**src/core/mcb_pkg.sv**
```systemverilog
// constants for the microcore conditional branch unit.
// assumes one microcore; registers on a 32-bit apb slave.
package mcb_pkg;

  // ===========================================================
  // code memory and word layout
  localparam int MCB_CODE_AW = 10;
  localparam int MCB_WORD_W = 16;
  localparam int MCB_OFS_W = 5;

  localparam logic [6:0] MCB_OP_ARITH_REL = 7'h12;
  localparam logic [5:0] MCB_OP_CTRL_ABS = 6'h0F;
  localparam logic [5:0] MCB_OP_CTRL_REL = 6'h08;
  localparam logic [5:0] MCB_OP_FBK_ABS = 6'h0E;
  localparam logic [3:0] MCB_ABS_TAIL = 4'h4;

  // field positions
  localparam int MCB_OFS_LSB = 0;
  localparam int MCB_SEL_LSB = 5;
  localparam int MCB_FBK_SEL_LSB = 6;
  localparam int MCB_POL_BIT = 9;
  localparam int MCB_FBK_POL_BIT = 5;
  localparam int MCB_JR_BIT = 4;

  // ===========================================================
  // condition selector codes, flag vector bit = code
  typedef enum logic [3:0] {
    MCB_ALU_DONE = 4'h0, MCB_ALU_OVF_S = 4'h1, MCB_ALU_UNF_S = 4'h2,
    MCB_ALU_OVF_U = 4'h3, MCB_ALU_UNF_U = 4'h4, MCB_ALU_SIGN = 4'h5,
    MCB_ALU_ZERO = 4'h6, MCB_ALU_MLOSS = 4'h7, MCB_ALU_MOVER = 4'h8,
    MCB_ALU_MASK_ONES = 4'h9, MCB_ALU_MASK_ZEROS = 4'hA,
    MCB_ALU_ARITH_LO = 4'hB, MCB_ALU_ARITH_HI = 4'hC,
    MCB_ALU_CARRY = 4'hD, MCB_ALU_CONV_SIGN = 4'hE,
    MCB_ALU_SHIFT_CARRY = 4'hF
  } mcb_alu_cond_t;

  typedef enum logic [3:0] {
    MCB_FB_HS1_DS = 4'h0, MCB_FB_HS1_SRC = 4'h1, MCB_FB_HS2_DS = 4'h2,
    MCB_FB_HS2_SRC = 4'h3, MCB_FB_HS3_DS = 4'h4, MCB_FB_HS3_SRC = 4'h5,
    MCB_FB_HS4_DS = 4'h6, MCB_FB_HS4_SRC = 4'h7, MCB_FB_HS5_DS = 4'h8,
    MCB_FB_HS5_SRC = 4'h9, MCB_FB_LS1_DS = 4'hA, MCB_FB_LS2_DS = 4'hB,
    MCB_FB_LS3_DS = 4'hC, MCB_FB_LS4_DS = 4'hD, MCB_FB_LS5_DS = 4'hE,
    MCB_FB_LS6_DS = 4'hF
  } mcb_fbk_sel_t;

  typedef enum logic [1:0] {
    MCB_ST_IDLE = 2'b00,
    MCB_ST_FETCH = 2'b01,
    MCB_ST_EXEC = 2'b11
  } mcb_state_t;

  // ===========================================================
  // register indices, byte address = index * 4
  localparam int MCB_IDX_W = 10;
  localparam logic [9:0] MCB_IDX_CTRL_A_CH1 = 10'h101;
  localparam logic [9:0] MCB_IDX_CTRL_B_CH1 = 10'h102;
  localparam logic [9:0] MCB_IDX_CTRL_A_CH2 = 10'h121;
  localparam logic [9:0] MCB_IDX_CTRL_B_CH2 = 10'h122;
  localparam logic [9:0] MCB_IDX_JUMP0 = 10'h140;
  localparam logic [9:0] MCB_IDX_JUMP1 = 10'h141;
  localparam logic [9:0] MCB_IDX_PC = 10'h142;
  localparam logic [9:0] MCB_IDX_RUN = 10'h143;

  localparam logic [15:0] MCB_CTRL_RST = 16'h0000;
  localparam logic [9:0] MCB_JUMP_RST = 10'h000;
  localparam logic [9:0] MCB_PC_RST = 10'h000;
  localparam int MCB_RUN_BIT = 0;
  localparam int MCB_TAKEN_BIT = 16;
  localparam int MCB_RUNNING_BIT = 17;

endpackage

```
**src/core/mcb_branch_unit.sv**
```systemverilog
// microcore fetch/branch core: fetches words from code memory and
// executes the four conditional branches; other words step the pc.
// assumes a code memory with one cycle read latency and an apb master.
//
// The implementer's own choice: the APB interface to the registers.
`timescale 1ns/10ps

module mcb_branch_unit #(
  parameter int CODE_AW = mcb_pkg::MCB_CODE_AW,
  parameter bit CORE_CHANNEL = 1'b0,
  parameter bit CORE_WORD = 1'b0
) (
  input wire logic pclk,
  input wire logic presetn,
  input wire logic psel,
  input wire logic penable,
  input wire logic pwrite,
  input wire logic [11:0] paddr,
  input wire logic [31:0] pwdata,
  output logic [31:0] prdata,
  output logic pready,
  output logic pslverr,
  output logic [CODE_AW-1:0] code_addr,
  output logic code_rd,
  input wire logic [15:0] code_word,
  input wire logic [15:0] alu_condition_flags,
  input wire logic [15:0] feedback_flags,
  output logic [15:0] exec_word,
  output logic exec_valid,
  output logic branch_taken
);
  import mcb_pkg::*;

  // ===========================================================
  // register file state
  logic [15:0] microcore_control_word [4];
  logic [15:0] next_control_word [4];
  logic [CODE_AW-1:0] jump_target_register_set [2];
  logic [CODE_AW-1:0] next_jump [2];
  logic run;
  logic next_run;
  logic [31:0] next_prdata;
  logic next_pslverr;

  // ===========================================================
  // core state
  mcb_state_t state;
  mcb_state_t next_state;
  logic [CODE_AW-1:0] microcore_program_counter;
  logic [CODE_AW-1:0] next_pc;
  logic [15:0] next_exec_word;
  logic next_exec_valid;
  logic next_branch_taken;
  logic last_taken;
  logic next_last_taken;

  // ===========================================================
  // apb decode
  logic setup_phase;
  logic access_wr;
  logic [MCB_IDX_W-1:0] reg_idx;
  logic reg_hit;
  logic [31:0] reg_rdata;
  logic pc_wr;
  logic [15:0] own_control_word;
  logic [3:0] ctrl_wr;
  localparam logic [MCB_IDX_W-1:0] CTRL_IDX [4] = '{
    MCB_IDX_CTRL_A_CH1, MCB_IDX_CTRL_B_CH1,
    MCB_IDX_CTRL_A_CH2, MCB_IDX_CTRL_B_CH2
  };

  assign setup_phase = psel & ~penable;
  assign access_wr = psel & penable & pwrite;
  assign reg_idx = paddr[MCB_IDX_W+1:2];
  // zero wait state: read data is staged in the setup cycle
  assign pready = 1'b1;
  // pc loads only while stopped, so a running loop is never torn
  assign pc_wr = access_wr & (reg_idx == MCB_IDX_PC) & ~run;
  assign own_control_word = microcore_control_word[{CORE_CHANNEL, CORE_WORD}];

  // one write strobe per control word, entry k is {channel, word}
  for (genvar k = 0; k < 4; k++) begin : g_ctrl_wr
    assign ctrl_wr[k] = access_wr & (reg_idx == CTRL_IDX[k]);
  end

  always_comb begin
    reg_hit = 1'b1;
    reg_rdata = 32'h0000_0000;
    case (reg_idx)
      MCB_IDX_CTRL_A_CH1: reg_rdata[15:0] = microcore_control_word[0];
      MCB_IDX_CTRL_B_CH1: reg_rdata[15:0] = microcore_control_word[1];
      MCB_IDX_CTRL_A_CH2: reg_rdata[15:0] = microcore_control_word[2];
      MCB_IDX_CTRL_B_CH2: reg_rdata[15:0] = microcore_control_word[3];
      MCB_IDX_JUMP0: reg_rdata[CODE_AW-1:0] = jump_target_register_set[0];
      MCB_IDX_JUMP1: reg_rdata[CODE_AW-1:0] = jump_target_register_set[1];
      MCB_IDX_PC: begin
        reg_rdata[CODE_AW-1:0] = microcore_program_counter;
        reg_rdata[MCB_TAKEN_BIT] = last_taken;
        reg_rdata[MCB_RUNNING_BIT] = (state != MCB_ST_IDLE);
      end
      MCB_IDX_RUN: reg_rdata[MCB_RUN_BIT] = run;
      default: reg_hit = 1'b0;
    endcase
  end

  always_comb begin
    next_control_word = microcore_control_word;
    next_jump = jump_target_register_set;
    next_run = run;
    next_prdata = prdata;
    next_pslverr = pslverr;
    if (setup_phase) begin
      next_prdata = pwrite ? 32'h0000_0000 : reg_rdata;
      next_pslverr = ~reg_hit;
    end
    for (int k = 0; k < 4; k++) begin
      if (ctrl_wr[k]) begin
        next_control_word[k] = pwdata[15:0];
      end
    end
    if (access_wr) begin
      case (reg_idx)
        MCB_IDX_JUMP0: next_jump[0] = pwdata[CODE_AW-1:0];
        MCB_IDX_JUMP1: next_jump[1] = pwdata[CODE_AW-1:0];
        MCB_IDX_RUN: next_run = pwdata[MCB_RUN_BIT];
        default: next_run = run;
      endcase
    end
  end

  always_ff @(posedge pclk or negedge presetn) begin
    if (!presetn) begin
      for (int i = 0; i < 4; i++) begin
        microcore_control_word[i] <= MCB_CTRL_RST;
      end
      for (int j = 0; j < 2; j++) begin
        jump_target_register_set[j] <= CODE_AW'(MCB_JUMP_RST);
      end
      run <= 1'b0;
      prdata <= 32'h0000_0000;
      pslverr <= 1'b0;
    end else begin
      microcore_control_word <= next_control_word;
      jump_target_register_set <= next_jump;
      run <= next_run;
      prdata <= next_prdata;
      pslverr <= next_pslverr;
    end
  end

  // ===========================================================
  // instruction decode
  logic is_arith_rel;
  logic is_ctrl_abs;
  logic is_ctrl_rel;
  logic is_fbk_abs;
  logic [3:0] alu_condition_choice;
  logic [3:0] control_bit_choice;
  logic [3:0] feedback_choice;
  logic jump_register_choice;
  logic ctrl_pol;
  logic fbk_pol;
  logic alu_hit;
  logic ctrl_hit;
  logic fbk_hit;
  logic [CODE_AW-1:0] rel_target;
  logic [CODE_AW-1:0] abs_target;
  logic [CODE_AW-1:0] seq_target;

  assign is_arith_rel = (code_word[15:9] == MCB_OP_ARITH_REL);
  assign is_ctrl_abs = (code_word[15:10] == MCB_OP_CTRL_ABS)
                       && (code_word[3:0] == MCB_ABS_TAIL);
  assign is_ctrl_rel = (code_word[15:10] == MCB_OP_CTRL_REL);
  assign is_fbk_abs = (code_word[15:10] == MCB_OP_FBK_ABS)
                      && (code_word[3:0] == MCB_ABS_TAIL);

  assign alu_condition_choice = code_word[MCB_SEL_LSB +: 4];
  assign control_bit_choice = code_word[MCB_SEL_LSB +: 4];
  assign ctrl_pol = code_word[MCB_POL_BIT];
  assign feedback_choice = code_word[MCB_FBK_SEL_LSB +: 4];
  assign fbk_pol = code_word[MCB_FBK_POL_BIT];
  assign jump_register_choice = code_word[MCB_JR_BIT];

  // ===========================================================
  // condition selection
  logic alu_bit;
  logic fbk_bit;
  logic ctrl_bit;
  logic [15:0] ctrl_pick;
  logic [CODE_AW-1:0] rel_offset;

  // codes name the flag vector bits one to one; default only for unknowns
  always_comb begin
    alu_bit = 1'b0;
    case (mcb_alu_cond_t'(alu_condition_choice))
      MCB_ALU_DONE: alu_bit = alu_condition_flags[MCB_ALU_DONE];
      MCB_ALU_OVF_S: alu_bit = alu_condition_flags[MCB_ALU_OVF_S];
      MCB_ALU_UNF_S: alu_bit = alu_condition_flags[MCB_ALU_UNF_S];
      MCB_ALU_OVF_U: alu_bit = alu_condition_flags[MCB_ALU_OVF_U];
      MCB_ALU_UNF_U: alu_bit = alu_condition_flags[MCB_ALU_UNF_U];
      MCB_ALU_SIGN: alu_bit = alu_condition_flags[MCB_ALU_SIGN];
      MCB_ALU_ZERO: alu_bit = alu_condition_flags[MCB_ALU_ZERO];
      MCB_ALU_MLOSS: alu_bit = alu_condition_flags[MCB_ALU_MLOSS];
      MCB_ALU_MOVER: alu_bit = alu_condition_flags[MCB_ALU_MOVER];
      MCB_ALU_MASK_ONES: alu_bit = alu_condition_flags[MCB_ALU_MASK_ONES];
      MCB_ALU_MASK_ZEROS: alu_bit = alu_condition_flags[MCB_ALU_MASK_ZEROS];
      MCB_ALU_ARITH_LO: alu_bit = alu_condition_flags[MCB_ALU_ARITH_LO];
      MCB_ALU_ARITH_HI: alu_bit = alu_condition_flags[MCB_ALU_ARITH_HI];
      MCB_ALU_CARRY: alu_bit = alu_condition_flags[MCB_ALU_CARRY];
      MCB_ALU_CONV_SIGN: alu_bit = alu_condition_flags[MCB_ALU_CONV_SIGN];
      MCB_ALU_SHIFT_CARRY: alu_bit = alu_condition_flags[MCB_ALU_SHIFT_CARRY];
      default: alu_bit = 1'b0;
    endcase
  end

  // high side pairs first, then the six low side drain-source inputs
  always_comb begin
    fbk_bit = 1'b0;
    case (mcb_fbk_sel_t'(feedback_choice))
      MCB_FB_HS1_DS: fbk_bit = feedback_flags[MCB_FB_HS1_DS];
      MCB_FB_HS1_SRC: fbk_bit = feedback_flags[MCB_FB_HS1_SRC];
      MCB_FB_HS2_DS: fbk_bit = feedback_flags[MCB_FB_HS2_DS];
      MCB_FB_HS2_SRC: fbk_bit = feedback_flags[MCB_FB_HS2_SRC];
      MCB_FB_HS3_DS: fbk_bit = feedback_flags[MCB_FB_HS3_DS];
      MCB_FB_HS3_SRC: fbk_bit = feedback_flags[MCB_FB_HS3_SRC];
      MCB_FB_HS4_DS: fbk_bit = feedback_flags[MCB_FB_HS4_DS];
      MCB_FB_HS4_SRC: fbk_bit = feedback_flags[MCB_FB_HS4_SRC];
      MCB_FB_HS5_DS: fbk_bit = feedback_flags[MCB_FB_HS5_DS];
      MCB_FB_HS5_SRC: fbk_bit = feedback_flags[MCB_FB_HS5_SRC];
      MCB_FB_LS1_DS: fbk_bit = feedback_flags[MCB_FB_LS1_DS];
      MCB_FB_LS2_DS: fbk_bit = feedback_flags[MCB_FB_LS2_DS];
      MCB_FB_LS3_DS: fbk_bit = feedback_flags[MCB_FB_LS3_DS];
      MCB_FB_LS4_DS: fbk_bit = feedback_flags[MCB_FB_LS4_DS];
      MCB_FB_LS5_DS: fbk_bit = feedback_flags[MCB_FB_LS5_DS];
      MCB_FB_LS6_DS: fbk_bit = feedback_flags[MCB_FB_LS6_DS];
      default: fbk_bit = 1'b0;
    endcase
  end

  // one and-or slice per control bit, code n picks bit n
  for (genvar b = 0; b < 16; b++) begin : g_ctrl_pick
    assign ctrl_pick[b] = own_control_word[b]
                          & (control_bit_choice == 4'(b));
  end
  assign ctrl_bit = |ctrl_pick;

  // polarity 1 takes a set bit, polarity 0 a clear bit
  assign alu_hit = alu_bit;
  assign ctrl_hit = (ctrl_bit == ctrl_pol);
  assign fbk_hit = (fbk_bit == fbk_pol);

  // offset is sign extended, so the sum wraps within the code space
  assign rel_offset = CODE_AW'($signed(code_word[MCB_OFS_LSB +: MCB_OFS_W]));
  assign rel_target = microcore_program_counter + rel_offset;
  assign abs_target = jump_target_register_set[jump_register_choice];
  assign seq_target = microcore_program_counter + CODE_AW'(1);

  // ===========================================================
  // fetch and execute sequence
  assign code_addr = microcore_program_counter;
  assign code_rd = (state == MCB_ST_FETCH);

  always_comb begin
    next_state = state;
    next_pc = microcore_program_counter;
    next_exec_word = exec_word;
    next_exec_valid = 1'b0;
    next_branch_taken = 1'b0;
    next_last_taken = last_taken;
    case (state)
      MCB_ST_IDLE: begin
        if (pc_wr) begin
          next_pc = pwdata[CODE_AW-1:0];
        end
        if (run) begin
          next_state = MCB_ST_FETCH;
        end
      end
      MCB_ST_FETCH: begin
        next_state = MCB_ST_EXEC;
      end
      MCB_ST_EXEC: begin
        next_exec_word = code_word;
        next_exec_valid = 1'b1;
        next_pc = seq_target;
        next_last_taken = 1'b0;
        // first match wins; the four opcodes never overlap anyway
        if (is_arith_rel && alu_hit) begin
          next_pc = rel_target;
          next_last_taken = 1'b1;
        end else if (is_ctrl_rel && ctrl_hit) begin
          next_pc = rel_target;
          next_last_taken = 1'b1;
        end else if (is_ctrl_abs && ctrl_hit) begin
          next_pc = abs_target;
          next_last_taken = 1'b1;
        end else if (is_fbk_abs && fbk_hit) begin
          next_pc = abs_target;
          next_last_taken = 1'b1;
        end
        next_branch_taken = next_last_taken;
        next_state = run ? MCB_ST_FETCH : MCB_ST_IDLE;
      end
      default: begin
        next_state = MCB_ST_IDLE;
      end
    endcase
  end

  always_ff @(posedge pclk or negedge presetn) begin
    if (!presetn) begin
      state <= MCB_ST_IDLE;
      microcore_program_counter <= CODE_AW'(MCB_PC_RST);
      exec_word <= 16'h0000;
      exec_valid <= 1'b0;
      branch_taken <= 1'b0;
      last_taken <= 1'b0;
    end else begin
      state <= next_state;
      microcore_program_counter <= next_pc;
      exec_word <= next_exec_word;
      exec_valid <= next_exec_valid;
      branch_taken <= next_branch_taken;
      last_taken <= next_last_taken;
    end
  end

endmodule

```
**config.mk**
```make
export PLATFORM = sky130hd
export DESIGN_NAME = mcb_branch_unit
export DESIGN_NICKNAME = d
export VERILOG_FILES = /design/src/core/mcb_pkg.sv /design/src/core/mcb_branch_unit.sv
export SDC_FILE = /design/constraint.sdc
export NUM_CORES = 1
export LEC_CHECK = 0
export BUFFER_PORTS_ARGS = -buffer_cell sky130_fd_sc_hd__buf_2
export CAP_MARGIN = 20
export CORE_ASPECT_RATIO = 0.5
export CORE_MARGIN = 4
export CORE_UTILIZATION = 50
export CTS_BUF_LIST = sky130_fd_sc_hd__clkbuf_4 sky130_fd_sc_hd__clkbuf_8 sky130_fd_sc_hd__clkbuf_16
export DETAILED_ROUTE_END_ITERATION = 10
export GPL_TIMING_DRIVEN = 0
export PLACE_DENSITY = 0.82
export SYNTH_ARGS = -nofsm -noshare
export SYNTH_HDL_FRONTEND = slang
export SYNTH_SLANG_ARGS = --single-unit
```
**constraint.sdc**
```tcl
create_clock -name pclk -period 3.67 [get_ports pclk]
set_input_delay 0.734 -clock pclk [delete_from_list [all_inputs] [get_ports pclk]]
set_output_delay 0.734 -clock pclk [all_outputs]
set_load 0.1 [all_outputs]
```
==> flow_metrics.tcl <==
set metrics [dict create \
    status "finished clean" \
    clockRootBuffer "clkbuf_16" \
    remaining_drc_errors 0 \
    area_growth_pct 20.44 \
    grt_max_degree 93 \
    dp_hpwl_mm 14.49 \
    portBuffers 122 \
    initialDrtViolationCount 627 \
    setup_viol 0 \
    via_per_inst 5.840 \
    place_congestion 0.8970 \
    drtAntennaViolNets 0 \
    syn_avg_cell_area_um2 11.02 \
    ys_ff_latch 135 \
    required_ns 3.97 \
    drv_slew 0 \
    num_rows 31 \
    num_vias 6056 \
    numClockSinks 135 \
    powerDensity_mw_per_mm2 436.3 \
    die_w_um 180 \
    initial_utilization_pct 51.12 \
    antenna_cells 0 \
    wirelength_mm 20.07 \
    drive_above_1_share_pct 36.35 \
    ys.warnings.count 0 \
    critPathArrivalTime_ns 3.44 \
    numCtsBuffers 17 \
    clock_latency_ns 0.42 \
    grt_first_pass_wirelength_mm 31.89 \
    finalNetCount 934 \
    synthArstFlopShare_pct 100.0 \
    cts_resized 0 \
    grt-ovfl-total 0 \
    route.detailed.wl_per_inst_um 19.35 \
    synth_edf_count 0 \
    post-cts-setup-buffers 0 \
    htree_num_levels 4 \
    first_pass_iters 6 \
    relSlewSlack_pct 36.25 \
    syn_inst 671 \
    peakVddDrop_uv 268.3 \
    die_y_um 94 \
    max_freq_mhz 317.6 \
    p_leak_nw 4.357 \
    hold_viol 0 \
    worstMarginPinSlew_ns 0.9490 \
    worst_setup_path_start_kind "input port" \
    ios 160 \
    synth_cell_type_count 59 \
    die_area_mm2 0.01692 \
    critical_path.max_fanout 10 \
    clk_pin_slew_ns 0.06 \
    power.total_mw 3.886 \
    clock_path_buffers 2 \
    core-area_mm2 0.01447 \
    synth_ff_type "dfrtp_1" \
    clock_skew_ns 0.008688 \
    postCtsHoldBufs 0 \
    antenna_found_initial 0 \
    syn_area_mm2 0.007396 \
    worst_setup_path_end_kind "register" \
    grt.total_usage_pct 23.81 \
    rsz0062_at_grt "false" \
    worstSetupPathType "input port to register" \
    holdCritPathClass "input port to asynchronous set/reset pin" \
    synth-seq-area-share_pct 45.68 \
    maxCapViolations 0 \
    r2r_slack_ns 0.93 \
    min_period_over_period_pct 85.78 \
    fin_crit_ns 3.148 \
    tns_ns 0 \
    first_global_vias 6059 \
    cts_tree "yes" \
]
-- worst max-delay path, stage by stage --
cell      delay [ns]
buf_2           0.09
nor4_1          0.26
nand3b_1        0.21
nor2_1          0.31
nand3_1         0.12
nor2_1          0.62
clkbuf_1        0.67
mux2_2          0.41
-- cells in the final DEF, fill, tap and decap left out, types with 3 or more instances in the layout --
master / synthesis / final
buf_4: 18 / 18
buf_6: 2 / 3
a211oi_1: 13 / 13
a22oi_1: 10 / 10
nand4_1: 3 / 3
a21oi_1: 13 / 13
nor3b_1: 4 / 4
nor2_1: 33 / 33
clkbuf_16: 0 / 17
o21ai_0: 28 / 28
clkbuf_1: 28 / 28
nand2b_1: 6 / 6
nand2_1: 83 / 83
clkinv_4: 0 / 5
clkinvlp_4: 0 / 3
nor2b_1: 5 / 5
a22o_1: 15 / 15
nand3_1: 16 / 16
nor3_1: 10 / 10
mux4_2: 5 / 5
a221oi_2: 5 / 5
xor2_1: 3 / 3
and3_1: 11 / 11
ha_1: 10 / 10
or4_1: 4 / 4
xnor2_1: 14 / 14
dfrtp_1: 135 / 135
nand3b_1: 3 / 3
a21o_1: 3 / 3
mux2i_1: 28 / 28
mux2_2: 107 / 107
buf_2: 7 / 128
a222oi_1: 9 / 9
a221oi_1: 6 / 6
conb_1: 2 / 15
-- final timing paths --
check / from / cells past startpoint / end
worst max-delay path: paddr[5] / 8 / microcore_control_word[24]$_DFFE_PN0P_
worst max register to register: code_addr[0]$_DFFE_PN0P_ / 9 / code_addr[8]$_DFFE_PN0P_
worst min-delay path: presetn / 1 / microcore_control_word[38]$_DFFE_PN0P_
max in group asynchronous: presetn / 2 / microcore_control_word[17]$_DFFE_PN0P_
min in group pclk: prdata[11]$_DFFE_PN0P_ / 2 / prdata[11]$_DFFE_PN0P_
worst min register to register: prdata[11]$_DFFE_PN0P_ / 2 / prdata[11]$_DFFE_PN0P_
-- logic make-up (layout without fill, tap and decap cells) --
kind of cell / after synthesis / in the layout / synth area share [%]
AO/OA/AOI/OAI: 120 / 120 / 12.45
other: 2 / 15 / 0.1015
multiplexers: 141 / 141 / 21.81
adder cells (fa/ha/maj): 11 / 11 / 1.962
AND/OR/NAND/NOR: 186 / 186 / 11.76
flip-flops: 135 / 135 / 45.68
XOR/XNOR: 17 / 17 / 2.013
buffers and inverters: 59 / 214 / 4.229
-- cells in the mapped netlist, types with 6 or more instances --
| library cell | n | area (µm²) |
|---|---|---|
| a22oi_1 | 10 | 75.07 |
| a22o_1 | 15 | 131.4 |
| nor3_1 | 10 | 50.05 |
| xnor2_1 | 14 | 122.6 |
| a21oi_1 | 13 | 65.06 |
| mux2_2 | 107 | 1205 |
| and3_1 | 11 | 68.82 |
| nor2_1 | 33 | 123.9 |
| o21ai_0 | 28 | 140.1 |
| ha_1 | 10 | 125.1 |
| clkbuf_1 | 28 | 105.1 |
| buf_2 | 7 | 35.03 |
| a211oi_1 | 13 | 97.59 |
| buf_4 | 18 | 135.1 |
| nand2_1 | 83 | 311.6 |
| nand2b_1 | 6 | 37.54 |
| mux2i_1 | 28 | 280.3 |
| nand3_1 | 16 | 80.08 |
| a222oi_1 | 9 | 90.09 |
| dfrtp_1 | 135 | 3378 |
| a221oi_1 | 6 | 52.55 |
-- layout make-up --
cell class	count	area, µm²
plain buffers	56	301.5
clock buffers	19	446.7
clock inverters	13	123.9
fillers	1132	5560
inverters	3	11.26
multi-input cells	490	3754
flip-flops and latches	135	3378
well taps	198	247.7
repair buffers	123	644.4
-- registers in the layout, summed over array words and instances (netlist names) --
name	cells
state	2
prdata	18
jump_target_register_set	20
code_addr	10
branch_taken	1
pslverr	1
own_control_word	16
exec_word	16
microcore_control_word	48
exec_valid	1
run	1
last_taken	1
-- metrics by stage --
step	setup WS (ns)	cell area (µm²)	hold slack, ns	util, %	std cells
finish	0.5217	8907	0.2328	61.57	1037
CTS	0.6106	8907	0.2467	61.57	1037
global placement	0.06794	8303	0.4554	57.39	1004
detailed placement	0.1938	8337	0.4614	57.62	1005
floorplan	0.8219	7445	0.4384	-	684
global route	0.4495	8907	0.2560	61.57	1037
-- routing by layer --
metal / wire length, µm / GRT usage [%] / vias up
li1: - / - / 2755
met1: 8565 / 31.00 / 3022
met2: 9863 / 41.20 / 239
met3: 1291 / 4.911 / 40
met4: 346 / 6.147 / 0
met5: 0 / 0 / -
-- where the power goes --
part           switching (mW)  total, mW  internal (mW)  leakage (nW)
clock                   0.671       1.63          0.963         0.273
combinational           0.503      0.684          0.181          2.29
sequential             0.0431       1.57           1.53          1.79
total                    1.22       3.89           2.67          4.36
Note: power is estimated with default switching activity, not from simulation.
